## src/common/txdc_cfg.svh

```systemverilog
// register offsets, field positions and reset values of the deviation and
// post-transmit configuration; included by the design files only
`ifndef TXDC_CFG_SVH
`define TXDC_CFG_SVH
`define TXDC_DEV_OFS    6'h15
`define TXDC_RCC_OFS    6'h17
`define TXDC_DEV_E_LSB  4
`define TXDC_DEV_M_LSB  0
`define TXDC_TXOFF_LSB  0
`define TXDC_RSV_LSB    2
`define TXDC_DEV_E_RST  3'h4
`define TXDC_DEV_M_RST  3'h7
`define TXDC_TXOFF_RST  2'h0
`define TXDC_RSV_VAL    4'hc
`define TXDC_IMPL_ONE   4'h8
`endif

```

## src/common/txdc_pkg.sv

```systemverilog
// types shared by the deviation and post-transmit configuration block
// assumes txdc_cfg.svh supplies all numeric constants
package txdc_pkg;
  typedef enum logic [2:0]
  {
    TXDC_MOD_FSK  = 3'h0,
    TXDC_MOD_GFSK = 3'h1,
    TXDC_MOD_ASK  = 3'h3,
    TXDC_MOD_MSK  = 3'h7
  } txdc_mod_t;

  typedef enum logic [1:0]
  {
    TXDC_NXT_IDLE  = 2'h0,
    TXDC_NXT_SYNTH = 2'h1,
    TXDC_NXT_TX    = 2'h2,
    TXDC_NXT_NONE  = 2'h3
  } txdc_next_t;

  typedef enum logic [1:0] {TXDC_ST_IDLE, TXDC_ST_SYNTH, TXDC_ST_TX} txdc_state_t;
endpackage

```

## src/common/txdc_cfg_if.sv

```systemverilog
// configuration and modulator signals between control and modulator parts
// assumes both ends run on the same clock
`timescale 1ns/10ps
interface txdc_cfg_if;
  logic [2:0]  dev_e;
  logic [2:0]  dev_m;
  logic [2:0]  mod_sel;
  logic        sym_tick;
  logic        eighth_tick;
  logic        data_bit;
  logic [10:0] dev_word;
  logic        dev_active;
  logic [1:0]  msk_phase;
  logic        msk_ramp;
  logic [3:0]  msk_frac;

  modport ctl
  (
    output dev_e, dev_m, mod_sel, sym_tick, eighth_tick, data_bit,
    input  dev_word, dev_active, msk_phase, msk_ramp, msk_frac
  );
  modport mod
  (
    input  dev_e, dev_m, mod_sel, sym_tick, eighth_tick, data_bit,
    output dev_word, dev_active, msk_phase, msk_ramp, msk_frac
  );
endinterface

```

## src/design/txdc_mod.sv

```systemverilog
// deviation interpreter: turns exponent, mantissa and modulation format
// into fsk deviation word or msk phase steps; same clock as the control part
`timescale 1ns/10ps
`include "txdc_cfg.svh"
module txdc_mod
(
  input  wire logic clk,
  input  wire logic reset,
  txdc_cfg_if.mod   cfg
);
  typedef struct packed
  {
    logic [10:0] dev_word;
    logic        dev_active;
    logic [1:0]  phase;
    logic        ramp;
    logic [3:0]  frac;
    logic [2:0]  eighth;
  } txdc_mod_st_t;

  txdc_mod_st_t q, d;
  logic         is_fsk;
  logic         is_msk;
  logic [3:0]   mant4;

  // format decode and implicit leading one of the mantissa
  assign is_fsk = (cfg.mod_sel == txdc_pkg::TXDC_MOD_FSK) || (cfg.mod_sel == txdc_pkg::TXDC_MOD_GFSK);
  assign is_msk = (cfg.mod_sel == txdc_pkg::TXDC_MOD_MSK);
  assign mant4  = `TXDC_IMPL_ONE | {1'b0, cfg.dev_m};

  // next state: ask/ook and unused codes leave all outputs idle, only the eighth count still runs
  always_comb
  begin
    d = q;
    d.dev_word   = is_fsk ? (11'(mant4) << cfg.dev_e) : 11'h000;
    d.dev_active = is_fsk;
    d.frac       = is_msk ? 4'(cfg.dev_m) + 4'h1 : 4'h0;
    if (cfg.sym_tick)
    begin
      d.eighth = 3'h0;
    end
    else if (cfg.eighth_tick)
    begin
      d.eighth = q.eighth + 3'h1;
    end
    d.ramp = is_msk && ({1'b0, d.eighth} < d.frac);
    if (is_msk && cfg.sym_tick)
    begin
      d.phase = cfg.data_bit ? q.phase - 2'h1 : q.phase + 2'h1;
    end
  end

  // state register
  always_ff @(posedge clk)
  begin
    if (reset)
      q <= '0;
    else
      q <= d;
  end

  assign cfg.dev_word   = q.dev_word;
  assign cfg.dev_active = q.dev_active;
  assign cfg.msk_phase  = q.phase;
  assign cfg.msk_ramp   = q.ramp;
  assign cfg.msk_frac   = q.frac;
endmodule

```

## src/design/txdc_top.sv

```systemverilog
// deviation setting and post-transmit next-state configuration registers,
// with the small radio state walk they steer; register port from the
// serial interface logic and all control inputs share clk
`timescale 1ns/10ps
`include "txdc_cfg.svh"
module txdc_top
(
  input  wire logic               clk,
  input  wire logic               reset,
  input  wire logic [5:0]         reg_addr,
  input  wire logic               reg_wr,
  input  wire logic [7:0]         reg_wdata,
  output logic      [7:0]         reg_rdata,
  input  wire logic [2:0]         modulation_select,
  input  wire logic               tx_start,
  input  wire logic               idle_cmd,
  input  wire logic               pkt_done,
  input  wire logic               sym_tick,
  input  wire logic               eighth_tick,
  input  wire logic               data_bit,
  output txdc_pkg::txdc_state_t   radio_state,
  output logic                    preamble_restart,
  output logic      [10:0]        dev_word,
  output logic                    dev_active,
  output logic      [1:0]         msk_phase,
  output logic                    msk_ramp
);
  typedef struct packed
  {
    logic [2:0]            dev_e;
    logic [2:0]            dev_m;
    logic [1:0]            txoff;
    txdc_pkg::txdc_state_t st;
    logic                  pre_rst;
    logic [7:0]            rdata;
  } txdc_top_st_t;

  txdc_top_st_t q, d;
  logic         wr_dev;
  logic         wr_rcc;
  txdc_cfg_if   cfg_if ();

  // register write decode
  assign wr_dev = reg_wr && (reg_addr == `TXDC_DEV_OFS);
  assign wr_rcc = reg_wr && (reg_addr == `TXDC_RCC_OFS);

  // configuration to the deviation interpreter
  assign cfg_if.dev_e       = q.dev_e;
  assign cfg_if.dev_m       = q.dev_m;
  assign cfg_if.mod_sel     = modulation_select;
  assign cfg_if.sym_tick    = sym_tick;
  assign cfg_if.eighth_tick = eighth_tick;
  assign cfg_if.data_bit    = data_bit;

  txdc_mod u_mod
  (
    .clk   (clk),
    .reset (reset),
    .cfg   (cfg_if.mod)
  );

  // next state of registers, read data and radio state
  always_comb
  begin
    d = q;
    d.pre_rst = 1'b0;
    // deviation register: bits 7 and 3 are not stored
    if (wr_dev)
    begin
      d.dev_e = reg_wdata[`TXDC_DEV_E_LSB +: 3];
      d.dev_m = reg_wdata[`TXDC_DEV_M_LSB +: 3];
    end
    // radio control register: only the next-state field is writable
    if (wr_rcc)
    begin
      d.txoff = reg_wdata[`TXDC_TXOFF_LSB +: 2];
    end
    // read mux, answered one cycle after the address
    case (reg_addr)
      `TXDC_DEV_OFS:
        d.rdata = {1'b0, q.dev_e, 1'b0, q.dev_m};
      `TXDC_RCC_OFS:
        d.rdata = {2'b00, `TXDC_RSV_VAL, q.txoff};
      default:
        d.rdata = 8'h00;
    endcase
    // radio state walk
    case (q.st)
      txdc_pkg::TXDC_ST_IDLE:
      begin
        if (tx_start)
          d.st = txdc_pkg::TXDC_ST_TX;
      end
      txdc_pkg::TXDC_ST_SYNTH:
      begin
        if (tx_start)
          d.st = txdc_pkg::TXDC_ST_TX;
        else if (idle_cmd)
          d.st = txdc_pkg::TXDC_ST_IDLE;
      end
      txdc_pkg::TXDC_ST_TX:
      begin
        if (idle_cmd)
          d.st = txdc_pkg::TXDC_ST_IDLE;
        else if (pkt_done)
        begin
          case (q.txoff)
            txdc_pkg::TXDC_NXT_IDLE:
              d.st = txdc_pkg::TXDC_ST_IDLE;
            txdc_pkg::TXDC_NXT_SYNTH:
              d.st = txdc_pkg::TXDC_ST_SYNTH;
            txdc_pkg::TXDC_NXT_TX:
            begin
              d.st      = txdc_pkg::TXDC_ST_TX;
              d.pre_rst = 1'b1;
            end
            default:
              d.st = txdc_pkg::TXDC_ST_IDLE; // forbidden code, fall safe
          endcase
        end
      end
      default:
        d.st = txdc_pkg::TXDC_ST_IDLE;
    endcase
  end

  // state register with reset values
  always_ff @(posedge clk)
  begin
    if (reset)
    begin
      q.dev_e   <= `TXDC_DEV_E_RST;
      q.dev_m   <= `TXDC_DEV_M_RST;
      q.txoff   <= `TXDC_TXOFF_RST;
      q.st      <= txdc_pkg::TXDC_ST_IDLE;
      q.pre_rst <= 1'b0;
      q.rdata   <= 8'h00;
    end
    else
    begin
      q <= d;
    end
  end

  // outputs straight from flops
  assign reg_rdata        = q.rdata;
  assign radio_state      = q.st;
  assign preamble_restart = q.pre_rst;
  assign dev_word         = cfg_if.dev_word;
  assign dev_active       = cfg_if.dev_active;
  assign msk_phase        = cfg_if.msk_phase;
  assign msk_ramp         = cfg_if.msk_ramp;
endmodule

```

## config.mk

```make
export PLATFORM = sky130hd
export DESIGN_NAME = txdc_top
export DESIGN_NICKNAME = d
export VERILOG_FILES = /design/src/common/txdc_pkg.sv /design/src/common/txdc_cfg_if.sv /design/src/design/txdc_mod.sv /design/src/design/txdc_top.sv
export VERILOG_INCLUDE_DIRS = /design/src /design/src/common
export SDC_FILE = /design/constraint.sdc
export NUM_CORES = 1
export LEC_CHECK = 0
export BUFFER_PORTS_ARGS = -buffer_cell sky130_fd_sc_hd__buf_2
export CAP_MARGIN = 0
export CORE_MARGIN = 2
export CORE_UTILIZATION = 32
export CTS_CLUSTER_SIZE = 40
export DETAILED_ROUTE_END_ITERATION = 6
export PLACE_DENSITY_LB_ADDON = 0.25
export SYNTH_ARGS = -nofsm -noshare
export SYNTH_HDL_FRONTEND = slang
export SYNTH_SLANG_ARGS = --single-unit
```

## constraint.sdc

```tcl
create_clock -name clk -period 1.8 [get_ports clk]
set_input_delay 0 -clock clk [delete_from_list [all_inputs] [get_ports clk]]
set_output_delay 0 -clock clk [all_outputs]
set_load 0.05 [all_outputs]
```

After elaboration in Yosys (flattened, before gate mapping)

Cells that the tools add are included.

Bits in registers: 37
Output and inout bits: 26

$add $sub $neg: 4
Magnitude comparators: 1
Eq/ne operators: 11
Shifts and indexed selects: 1
Multiplexer cells: 13
Bitwise gates (word level): 3
Reduce and logical (&&, ||, !) cells: 10

Operator list:

| kind                                                | number |
|---|---|
| one-hot mux 7 bit (2 select lines)                  | 1 |
| equality test 6 x 5 -> 1 bit, second input constant | 2 |
| left shift 4 x 3 -> 11 bit                          | 1 |
| 2-to-1 mux 2 bit                                    | 5 |
| 2-to-1 mux 3 bit                                    | 3 |
| inequality test 3 bit, second input constant        | 2 |
| one-hot mux 2 bit (3 select lines)                  | 1 |
| adder 3 x 1 -> 4 bit, second input constant         | 1 |
| equality test 2 x 1 -> 1 bit, second input constant | 2 |
| equality test 2 bit, second input constant          | 2 |
| logical AND 1 bit                                   | 4 |
| less-than comparator 3 x 4 -> 1 bit                 | 1 |
| 2-to-1 mux 4 bit                                    | 1 |
| one-hot mux 2 bit (2 select lines)                  | 1 |
| OR reduction 4 bit                                  | 1 |
| adder 3 x 1 -> 3 bit, second input constant         | 1 |
| equality test 3 x 1 -> 1 bit, second input constant | 1 |
| equality test 3 bit, second input constant          | 1 |
| logical NOT 3 bit                                   | 1 |
| NOT 1 bit                                           | 3 |
| AND reduction 3 bit                                 | 1 |
| adder 2 x 1 -> 2 bit, second input constant         | 1 |
| logical NOT 2 bit                                   | 1 |
| inequality test 2 bit, second input constant        | 1 |
| 4 further kinds                                     | 4 |

Depth between registers and ports, before layout

Gate-level depths: netlist of the first run.

Word-level depth: 5
Mapped depth: 8

Modules after synthesis

A second synthesis of the first run with hierarchy kept.

Cells, all modules: 197
Area total of the unflattened synthesis: 1,851.8 um2

Modules (own cells, without submodules):

| module   | times used | cells each | area each (um2) | sequential area each (um2) |
|---|---|---|---|---|
| txdc_mod | 1          | 111        | 1,037.2         | 440.4 |
| txdc_top | 1          | 86         | 814.5           | 340.3 |

Worst setup path after synthesis of the first run

OpenSTA, ideal clock, no wires.

Kind: register to register
Start: reg u_mod.q[0] (netlist name)
End: reg u_mod.q (netlist bit u_mod.cfg.msk_ramp)
Data arrival time: 1.588 ns
Required time: 1.686 ns
Slack: 0.097 ns
Cell stages (with the launch flop): 9
Clock period less this slack: 1.703 ns
Path through: dfxtp_1 -> ha_1 -> nand2_1 -> xor2_1 -> nor2_1 -> ha_1 -> o21ai_0 -> a31oi_1 -> a2111oi_0

RTL lines:

| element                | RTL line       | RTL |
|---|---|---|
| start, declared        | txdc_mod.sv:21 | `txdc_mod_st_t q, d;` |
| start signal, assigned | txdc_mod.sv:57 | `q <= '0;` |
| start signal, assigned | txdc_mod.sv:59 | `q <= d;` |

==> results.md, run 1 <==
* Via-per-instance ratio at between 4 and 5
* Die Y at between 70 and 80 um
* Filler cells at 540
* Power per cell area at 758 nW/um^2
* Top cells by area, synth: dfxtp_1 41%, buf_4 10%, nor2_1 3.7%
* Fmax at 582 MHz
* Die Footprint at 6000 sq um
* P_leak at approximately 0.85 nW
* Fin crit period at about 1700 ps
* WS Path Type: reg -> reg
* Synth unique cells at 40
* Total clock sinks at 35
* Final Core Density at 0.397
* Post-synthesis sequential area ratio at 0.406
* Pre-CTS setup slack at -20.1 ps
* Seq. cell area at 703 sq um
* Max-slew violations at 0
* Clk slew on worst S/H paths at 80 ps
* PortBufs at 47
* Ys Warns at 0
* Clk buf depth at 2
* Worst path slowest cell: dfxtp_2
* CP Cell Sequence: ha_4 -> nand2_2 -> xor2_1 -> nor2_1 -> ha_1 -> o21ai_1 -> a31oi_1 -> a2111oi_1
* Remaining Overflow, GRT at 0
* Root Driver: clkbuf_8
* Post-synth EDFFs at 0
* VDD IR-drop max at 0.000239 V
* Hold Slack at 30.0 ps
* FP Rows at 26
* Number of global-route vias before repair at 1193
* Syn Inst Count at 181
* # H-tree levels at 2
* Layout cell share with drive strength beyond 1 at 0.345
* CP Max Fanout at 2
* Final worst slack at 80.6 ps
* Final Skew at 11.9 ps
* Routed WL at 3.28 mm
* Switching pwr at 396 uW
* Avg WL per Cell at 11.3 um
* Initial Utilization at 0.334
* Multi-input logic area at 781 sq um
* Clk pwr share at 0.385
* Int Pwr at 1.16 mW
* TritonCTS clock tree: done
* Netlist Area Pre-Place at approximately 1700 sq um
* Pre-antenna DRT Iters at 4
* Outcome: complete, no violations
* Sequential Power Share at 0.509
* P&R area growth vs syn at 19.1%
* Syn Area/Cell at about 9.5 sq um
* CTS buffer count at 5
* Diodes inserted at 0
* Largest net degree at the start of global routing at 20
* # IOs at 52
* Buf+Inv Stages, Crit Path at 0
* Critical Path End Type: flip-flop
* Core ar. at 5170 sq um
* Max cap viols at 0
* Final setup vio count at 0
* Total GRT Usage at 0.116
* Worst Path Arrival at 1900 ps
* Startpoint Class: flip-flop
* CP max stage delay at 340 ps
* CP required at between 1500 and 2000 ps
* NumNets Final at approximately 250
* Switch share at 0.254
* Setup TNS Final at 0 ps
* Top FF cell, synth: dfxtp_1
* Antenna Nets Post-Route at 0
* Yosys top cell by area: dfxtp_1
* Global-route wire length before repair at between 5 and 6 mm
* Synth top area share at 0.406
* DRC violations left at 0
* 1st-iter DRT viols at 82
* FFs w/ async S/R, synth at 0
* Die width at 77.5 um
* Post-DP HPWL at 2.42 mm
* Vias at 1317
* Post-synthesis sequential element count at 35
* Skew-Pair Late Insertion Delay at 290 ps
* Crit-path leading delay family: compound AO/OA/AOI/OAI gates
* HP Class: in -> reg
* Comb power frac at 0.106
* Gpl congestion at around 0.74
* RSZ-0062 raised after global routing: yes
* Initial antenna violation count at 0
* Final Cycle Share at 0.955
* Hold Violations, Final at 0
worst min-delay path, stage by stage:
cell	delay, ps
buf_2	120
nand3_1	90
a2111oi_1	60
synthesized netlist by cell type, types with 4 or more instances:
| cell | count |
|---|---|
| nand2_1 | 4 |
| mux2i_1 | 6 |
| nor2_1 | 17 |
| nand3_1 | 9 |
| nand4_1 | 4 |
| o21ai_0 | 10 |
| ha_1 | 4 |
| nand3b_1 | 5 |
| dfxtp_1 | 35 |
| buf_4 | 23 |
| a21oi_1 | 8 |
| nor2b_1 | 6 |
| nor3_1 | 5 |
logic make-up (layout without fill, tap and decap cells):
| group | count (synthesis) | in the layout | share of synthesized area |
|---|---|---|---|
| simple gates | 67 | 67 | 0.246 |
| flops | 35 | 35 | 0.406 |
| compound gates | 27 | 27 | 0.0899 |
| mux | 8 | 8 | 0.0478 |
| xor+xnor | 5 | 5 | 0.0254 |
| other cells | 1 | 2 | 0.00217 |
| fa+ha+maj | 4 | 4 | 0.0290 |
| buf+inv | 34 | 72 | 0.154 |
per-layer routing:
layer  GRT usage  vias to the layer above  wire, um
li1            -                      682         -
met1       0.159                      587      1660
met2       0.170                       43      1400
met3      0.0372                        5       181
met4      0.0375                        0        34
met5           0                        -         0
repair_timing:
item	4_1_cts	5_1_grt
endpoints found under the setup margin	1	1
gates cloned	0	0
pin swaps	2	8
setup buffers	1	0
gates resized for setup	1	6
hold buffers	10	0
hold endpoints to repair	14	0
sequential cells by signal (all words and copies together), names as in the netlist:
signal,count
u_mod.cfg.msk_phase,2
u_mod.q,3
u_mod.cfg.dev_word,11
cfg_if.dev_m,3
u_mod.cfg.dev_active,1
cfg_if.dev_e,3
preamble_restart,1
u_mod.cfg.msk_ramp,1
reg_rdata,6
q,2
radio_state,2
power groups by stage:
stage	combinational (mW)	sequential [mW]	clock (mW)
3_5_place_dp	0.148	0.810	0
5_1_grt	0.180	0.795	0.667
4_1_cts	0.165	0.792	0.625
6_report	0.166	0.793	0.599
3_3_place_gp	0.147	0.811	0
2_1_floorplan	0.109	0.814	0
path summary, 6_finish.rpt:
path	startpoint	end	slack, ps	depth (start not counted)
worst max-delay path	u_mod.q[0]	u_mod.cfg.msk_ramp	80	8
worst min-delay path	modulation_select[2]	u_mod.cfg.msk_ramp	30	3
worst max register to register	u_mod.q[0]	u_mod.cfg.msk_ramp	80	8
worst min register to register	u_mod.cfg.msk_phase[1]	u_mod.cfg.msk_phase[1]	490	2
cell type report:
| type | count | share of cell area |
|---|---|---|
| Clock buffer | 6 | 0.0402 |
| Clock inverter | 2 | 0.00791 |
| Inverter | 2 | 0.00609 |
| Multi-Input combinational cell | 113 | 0.380 |
| Sequential cell | 35 | 0.342 |
| Tap cell | 70 | 0.0426 |
| Timing Repair Buffer | 62 | 0.181 |
cells in the final DEF, fill, tap and decap left out, types with 2 or more instances in the layout:
cell type	synthesis	layout
a21oi_1	8	8
a22oi_1	2	2
a31oi_1	2	2
buf_2	3	47
buf_4	23	5
clkbuf_8	2	6
clkinv_4	1	2
conb_1	1	2
dfxtp_1	35	33
dfxtp_2	0	2
dlygate4sd3_1	0	10
ha_1	4	3
mux2_2	2	2
mux2i_1	6	6
nand2_1	4	3
nand2b_1	3	3
nand3_1	9	9
nand3b_1	5	5
nand4_1	4	4
nor2_1	17	17
nor2b_1	6	6
nor3_1	5	5
nor3b_2	3	3
nor4b_2	2	2
o21ai_0	10	9
o21ai_1	1	2
or3_1	3	3
xnor2_1	2	2
xor2_1	3	3
per-stage QoR:
step / instance area (sq um) / std cells / power [mW]
2_1_floorplan: 1730 / 182 / 0.924
3_3_place_gp: 1830 / 271 / 0.958
3_5_place_dp: 1830 / 271 / 0.958
4_1_cts: 2040 / 290 / 1.58
5_1_grt: 2060 / 290 / 1.64
6_report: 2060 / 290 / 1.56
Note: power is estimated with default switching activity, not from simulation.
==> run 2, diff against run 1 <==
--- a/config.mk
+++ b/config.mk
@@ -8,8 +8,10 @@
 export LEC_CHECK = 0
 export BUFFER_PORTS_ARGS = -buffer_cell sky130_fd_sc_hd__buf_2
 export CAP_MARGIN = 0
+export CELL_PAD_IN_SITES_DETAIL_PLACEMENT = 1
+export CELL_PAD_IN_SITES_GLOBAL_PLACEMENT = 2
 export CORE_MARGIN = 2
-export CORE_UTILIZATION = 32
+export CORE_UTILIZATION = 27
 export CTS_CLUSTER_SIZE = 40
 export DETAILED_ROUTE_END_ITERATION = 6
 export PLACE_DENSITY_LB_ADDON = 0.25
==> results.md, run 2 (synthesis gave the netlist of run 1 again) <==
* Outcome: complete, no violations
* Non-Filler Instances at 299 (+3.1%)
* Initial Utilization at 0.275 (-0.0588)
* Max FFs per register at 11 (unchanged)
* Clk buf depth at 2 (unchanged)
* Crit path launch: u_mod.q[0]
* # IOs at 52 (unchanged)
* FP Rows at 29 (+12%)
* Placed insts at 278 (+2.6%)
* Setup TNS Final at 0 ps (unchanged)
* Via-per-instance ratio at 4.54 (-0.14%)
* Max cap viols at 0 (unchanged)
* TritonCTS clock tree: done
* Filler cells at 751 (+39%)
* CP required at 1980 ps (about the same)
* Remaining Overflow, GRT at 0 (unchanged)
* Finished Cell Area at 2100 sq um (+2.3%)
* Sequential Power Share at 0.521 (+0.012)
* P&R area growth vs syn at 21.7%
* VDD IR-drop max at 0.000255 V (+6.6%)
* Number of global-route vias before repair at 1331 (+12%)
* Placed inst area at 1840 sq um (+0.48%)
* Comb power frac at 0.114 (+0.008)
* Total GRT Usage at 0.110 (-0.00539)
* Final Skew at 6.19 ps (-5.67 ps)
* Most frequent cells in the layout: 47 x buf_2, 31 x dfxtp_1, 17 x nor2_1
* Clk pwr share at 0.366 (-0.019)
* Initial antenna violation count at 0 (unchanged)
* Core ar. at 6280 sq um (+21%)
* Skew-Pair Late Insertion Delay at 290 ps (about the same)
* NumNets Final at 251 (+0.80%)
* Root Driver: clkbuf_8
* Reg2Reg Launch Point: u_mod.q[0]
* CTS buffer count at 5 (unchanged)
* Hold Violations, Final at 0 (unchanged)
* Worst Tran Pin Value at 499 ps
* Worst Hold Launch: idle_cmd
* Die Footprint at 7050 sq um (+18%)
* 1st-iter DRT viols at 16 (-80%)
* # H-tree levels at 2 (unchanged)
* RSZ-0062 raised after global routing: yes
* Power per cell area at 725 nW/um^2 (-4.4%)
* FF-to-FF setup slack at 20 ps (-60 ps)
* Fmax at 562 MHz (-3.4%)
* Critical Path End Type: flip-flop
* Die width at 84.0 um (+8.4%)
* Total clock sinks at 35 (unchanged)
* Die Y at 84.0 um (+8.4%)
* Gpl congestion at 0.759 (+2.9%)
* Avg WL per Cell at 12.8 um (+13%)
* Int Pwr at 1.12 mW (-3.5%)
* Antenna Nets Post-Route at 0 (unchanged)
* P_leak at 0.859 nW (+0.66%)
* CP Max Fanout at 2 (unchanged)
* Fin crit period at 1780 ps (+60.5 ps)
* Final setup vio count at 0 (unchanged)
* Final Cycle Share at 0.989 (+0.0336)
* Pwr Total at 1.52 mW (-2.3%)
* Worst Path Arrival at 1960 ps (+60 ps)
* PortBufs at 47 (unchanged)
* WS Path Type: reg -> reg
* Commonest non-fill, non-tap cell in the layout: buf_2
* Switch share at 0.263 (+0.00913)
* Largest net degree at the start of global routing at 20 (unchanged)
* Post-DP HPWL at 2.79 mm (+15%)
* HP Class: in -> reg
* Diodes inserted at 0 (unchanged)
* Max-slew violations at 0 (unchanged)
* Hold Slack at 22.0 ps (-7.98 ps)
* Startpoint Class: flip-flop
* DRC violations left at 0 (unchanged)
* Global-route wire length before repair at 6.25 mm (+13%)
* Routed WL at 3.82 mm (+17%)
* Switching pwr at 401 uW (+1.3%)
* Clk slew on worst S/H paths at 70 ps (about the same)
* Worst slew margin at 0.667
* Pre-antenna DRT Iters at 4 (unchanged)
* Layout cell share with drive strength beyond 1 at 0.396 (+0.0509)
* Vias at 1356 (+3.0%)
## run 2: final timing paths
kind	end	depth (start not counted)
worst max register to register	u_mod.cfg.msk_ramp	8
worst max-delay path	u_mod.cfg.msk_ramp	8
worst min-delay path	preamble_restart	4
worst min register to register	u_mod.cfg.msk_phase[1]	2
## run 2: what timing repair did
action	4_1_cts	5_1_grt
endpoints found under the hold margin	13	0
pin swaps	3	7
buffers inserted	1	3
hold buffers	9	0
gates resized for setup	2	14
setup endpoints to repair	1	1
## run 2: worst max-delay path, cell delays in order (launching register included)
cell	delay [ps]
dfxtp_2	320
ha_2	170
nand2_2	70
xor2_2	160
nor2_1	60
ha_1	320
o21ai_2	160
a31oi_2	60
a2111oi_2	350
## run 2: power groups by stage
stage | registers, mW | clock network, mW | logic, mW
after floorplan | 0.814 | 0 | 0.109
after global placement | 0.811 | 0 | 0.151
after detailed placement | 0.811 | 0 | 0.151
after CTS | 0.793 | 0.594 | 0.166
after global routing | 0.794 | 0.635 | 0.187
final | 0.793 | 0.557 | 0.173
## run 2: area by class of cell
cell class | instances | area [sq um] | area share
clock buffer | 5 | 68.8 | 0.0327
sequential | 35 | 706 | 0.336
timing repair buffer | 64 | 385 | 0.183
clock inverter | 3 | 20.0 | 0.00952
inverter | 2 | 12.5 | 0.00595
multi-input combinational | 113 | 813 | 0.387
tap | 77 | 96.3 | 0.0458
## run 2: routing by layer
layer  track usage  part of all wire  vias up  routed length, um
met2         0.180              0.49       36               1870
li1              -                 -      682                  -
met3        0.0287             0.045        4                170
met1         0.140              0.46      634               1740
met4        0.0396             0.010        0                 39
met5             0                 0        -                  0
## run 2: stage by stage
stage,util,worst slack (ps)
5_1_grt,0.335,-72.1
2_1_floorplan,-,97.4
6_report,0.335,20.0
4_1_cts,0.323,6.05
3_5_place_dp,0.293,-5.52
3_3_place_gp,0.293,-0.218
==> run 3, diff against run 2 <==
--- a/config.mk
+++ b/config.mk
@@ -15,6 +15,7 @@
 export CTS_CLUSTER_SIZE = 40
 export DETAILED_ROUTE_END_ITERATION = 6
 export PLACE_DENSITY_LB_ADDON = 0.25
+export SETUP_SLACK_MARGIN = 0.05
 export SYNTH_ARGS = -nofsm -noshare
 export SYNTH_HDL_FRONTEND = slang
 export SYNTH_SLANG_ARGS = --single-unit
==> results.md, run 3 (synthesis gave the netlist of run 1 again) <==
* Avg WL per Cell at 12.8 um (+0.18%)
* Crit-path leading delay family: compound AO/OA/AOI/OAI gates
* 1st-iter DRT viols at 24 (+8)
* Hold Violations, Final at 0 (unchanged)
* Die Y at 84.0 um (unchanged)
* P&R area growth vs syn at 21.4%
* CP Max Fanout at 2 (unchanged)
* Initial antenna violation count at 0 (unchanged)
* Die Footprint at 7050 sq um (unchanged)
* Max cap viols at 0 (unchanged)
* CP max stage delay at 350 ps (about the same)
* Worst path slowest cell: a2111oi_2
* Root Driver: clkbuf_8
* # H-tree levels at 2 (unchanged)
* Worst Path Arrival at 1960 ps (about the same)
* Core ar. at 6280 sq um (unchanged)
* TritonCTS clock tree: done
* Commonest non-fill, non-tap cell in the layout: buf_2
* Post-DP HPWL at 2.79 mm (unchanged)
* Via-per-instance ratio at 4.53 (-0.15%)
* Max-slew violations at 0 (unchanged)
* HP Class: in -> reg
* Worst Tran Pin Value at 499 ps (unchanged)
* Most frequent cells in the layout: 47 x buf_2, 33 x dfxtp_1, 17 x nor2_1
* Total clock sinks at 35 (unchanged)
* Clk slew on worst S/H paths at 70 ps (about the same)
* # IOs at 52 (unchanged)
* Final Skew at 6.19 ps (+0.000140 ps)
* DRC violations left at 0 (unchanged)
* Skew-Pair Late Insertion Delay at 290 ps (about the same)
* Final setup vio count at 0 (unchanged)
* Critical Path End Type: flip-flop
* Layout cell share with drive strength beyond 1 at 0.383 (-0.0135)
* P_leak at 0.859 nW (about the same)
* Pre-CTS setup slack at -5.52 ps (unchanged)
* CP required at 1980 ps (about the same)
* Buf+Inv Stages, Crit Path at 0 (unchanged)
* Pwr Total at 1.52 mW (about the same)
* VDD IR-drop max at 0.000255 V (unchanged)
* Number of global-route vias before repair at 1338 (+0.53%)
* Initial Utilization at 0.275 (unchanged)
* Pre-antenna DRT Iters at 4 (unchanged)
* Fin crit period at 1780 ps (-0.00850 ps)
* Routed WL at 3.83 mm (+0.18%)
* Power per cell area at 727 nW/um^2 (+0.35%)
* Startpoint Class: flip-flop
* WS Path Type: reg -> reg
* Diodes inserted at 0 (unchanged)
* Antenna Nets Post-Route at 0 (unchanged)
* Gpl congestion at 0.759 (unchanged)
* Total GRT Usage at 0.110 (+0.000183)
* Largest net degree at the start of global routing at 20 (unchanged)
* Vias at 1354 (-0.15%)
* CP Cell Sequence: ha_2 -> nand2_2 -> xor2_2 -> nor2_1 -> ha_1 -> o21ai_2 -> a31oi_2 -> a2111oi_2
* Remaining Overflow, GRT at 0 (unchanged)
* NumNets Final at 251 (unchanged)
* Outcome: complete, no violations
* Setup TNS Final at 0 ps (unchanged)
* Fmax at 562 MHz (about the same)
* Final worst slack at 20.0 ps (+0.00850 ps)
* Clk buf depth at 2 (unchanged)
* PortBufs at 47 (unchanged)
* Global-route wire length before repair at 6.27 mm (+0.22%)
* Worst slew margin at 0.667 (unchanged)
* FP Rows at 29 (unchanged)
* CTS buffer count at 5 (unchanged)
* RSZ-0062 raised after global routing: yes
* Max FFs per register at 11 (unchanged)
* Final Cycle Share at 0.989 (about the same)
* Die width at 84.0 um (unchanged)
[run 3: area by class of cell]
class | instances | area [sq um]
multi-input combinational | 113 | 810
fill | 752 | 4180
inverter | 2 | 12.5
clock inverter | 3 | 20.0
sequential | 35 | 703
clock buffer | 5 | 68.8
timing repair buffer | 64 | 385
tap | 77 | 96.3
[run 3: where the power goes]
| group | switching [mW] | total (mW) | internal, mW | leakage (nW) |
|---|---|---|---|---|
| Clock | 0.288 | 0.557 | 0.269 | 0.0402 |
| Sequential | 0.00716 | 0.793 | 0.786 | 0.284 |
| Combinational | 0.106 | 0.174 | 0.0673 | 0.535 |
| Total | 0.402 | 1.52 | 1.12 | 0.859 |
[run 3: metal layers]
metal	up-vias	wire length [um]	track usage	part of all wire
met5	-	0	0	0
met4	0	39	0.0396	0.010
met3	4	170	0.0287	0.044
met2	36	1890	0.183	0.49
met1	632	1730	0.138	0.45
li1	682	-	-	-
[run 3: tightest hold or removal path: stages]
cell	delay, ps
buf_2	90
nor2_1	50
nand3_1	70
nor3b_1	40
[run 3: repair_timing]
action,4_1_cts,5_1_grt
hold buffers,9,0
resized for setup,4,9
setup endpoints to repair,1,1
pin swaps,6,4
setup buffers,3,1
endpoints found under the hold margin,13,0
[run 3: worst paths after layout]
path	start	end	slack, ps	cells after the start
worst min register to register	u_mod.cfg.msk_phase[1]	u_mod.cfg.msk_phase[1]	500	2
worst max register to register	u_mod.q[1]	u_mod.cfg.msk_ramp	20	8
worst max-delay path	u_mod.q[1]	u_mod.cfg.msk_ramp	20	8
worst min-delay path	idle_cmd	preamble_restart	20	4
[run 3: metrics by stage]
step	cells	hold slack [ps]	utilization	area (sq um)
2_1_floorplan	182	76.8	-	1730
4_1_cts	298	10.6	0.326	2050
6_report	299	22.0	0.334	2100
5_1_grt	299	26.3	0.334	2100
3_5_place_dp	278	261	0.293	1840
3_3_place_gp	278	261	0.293	1840
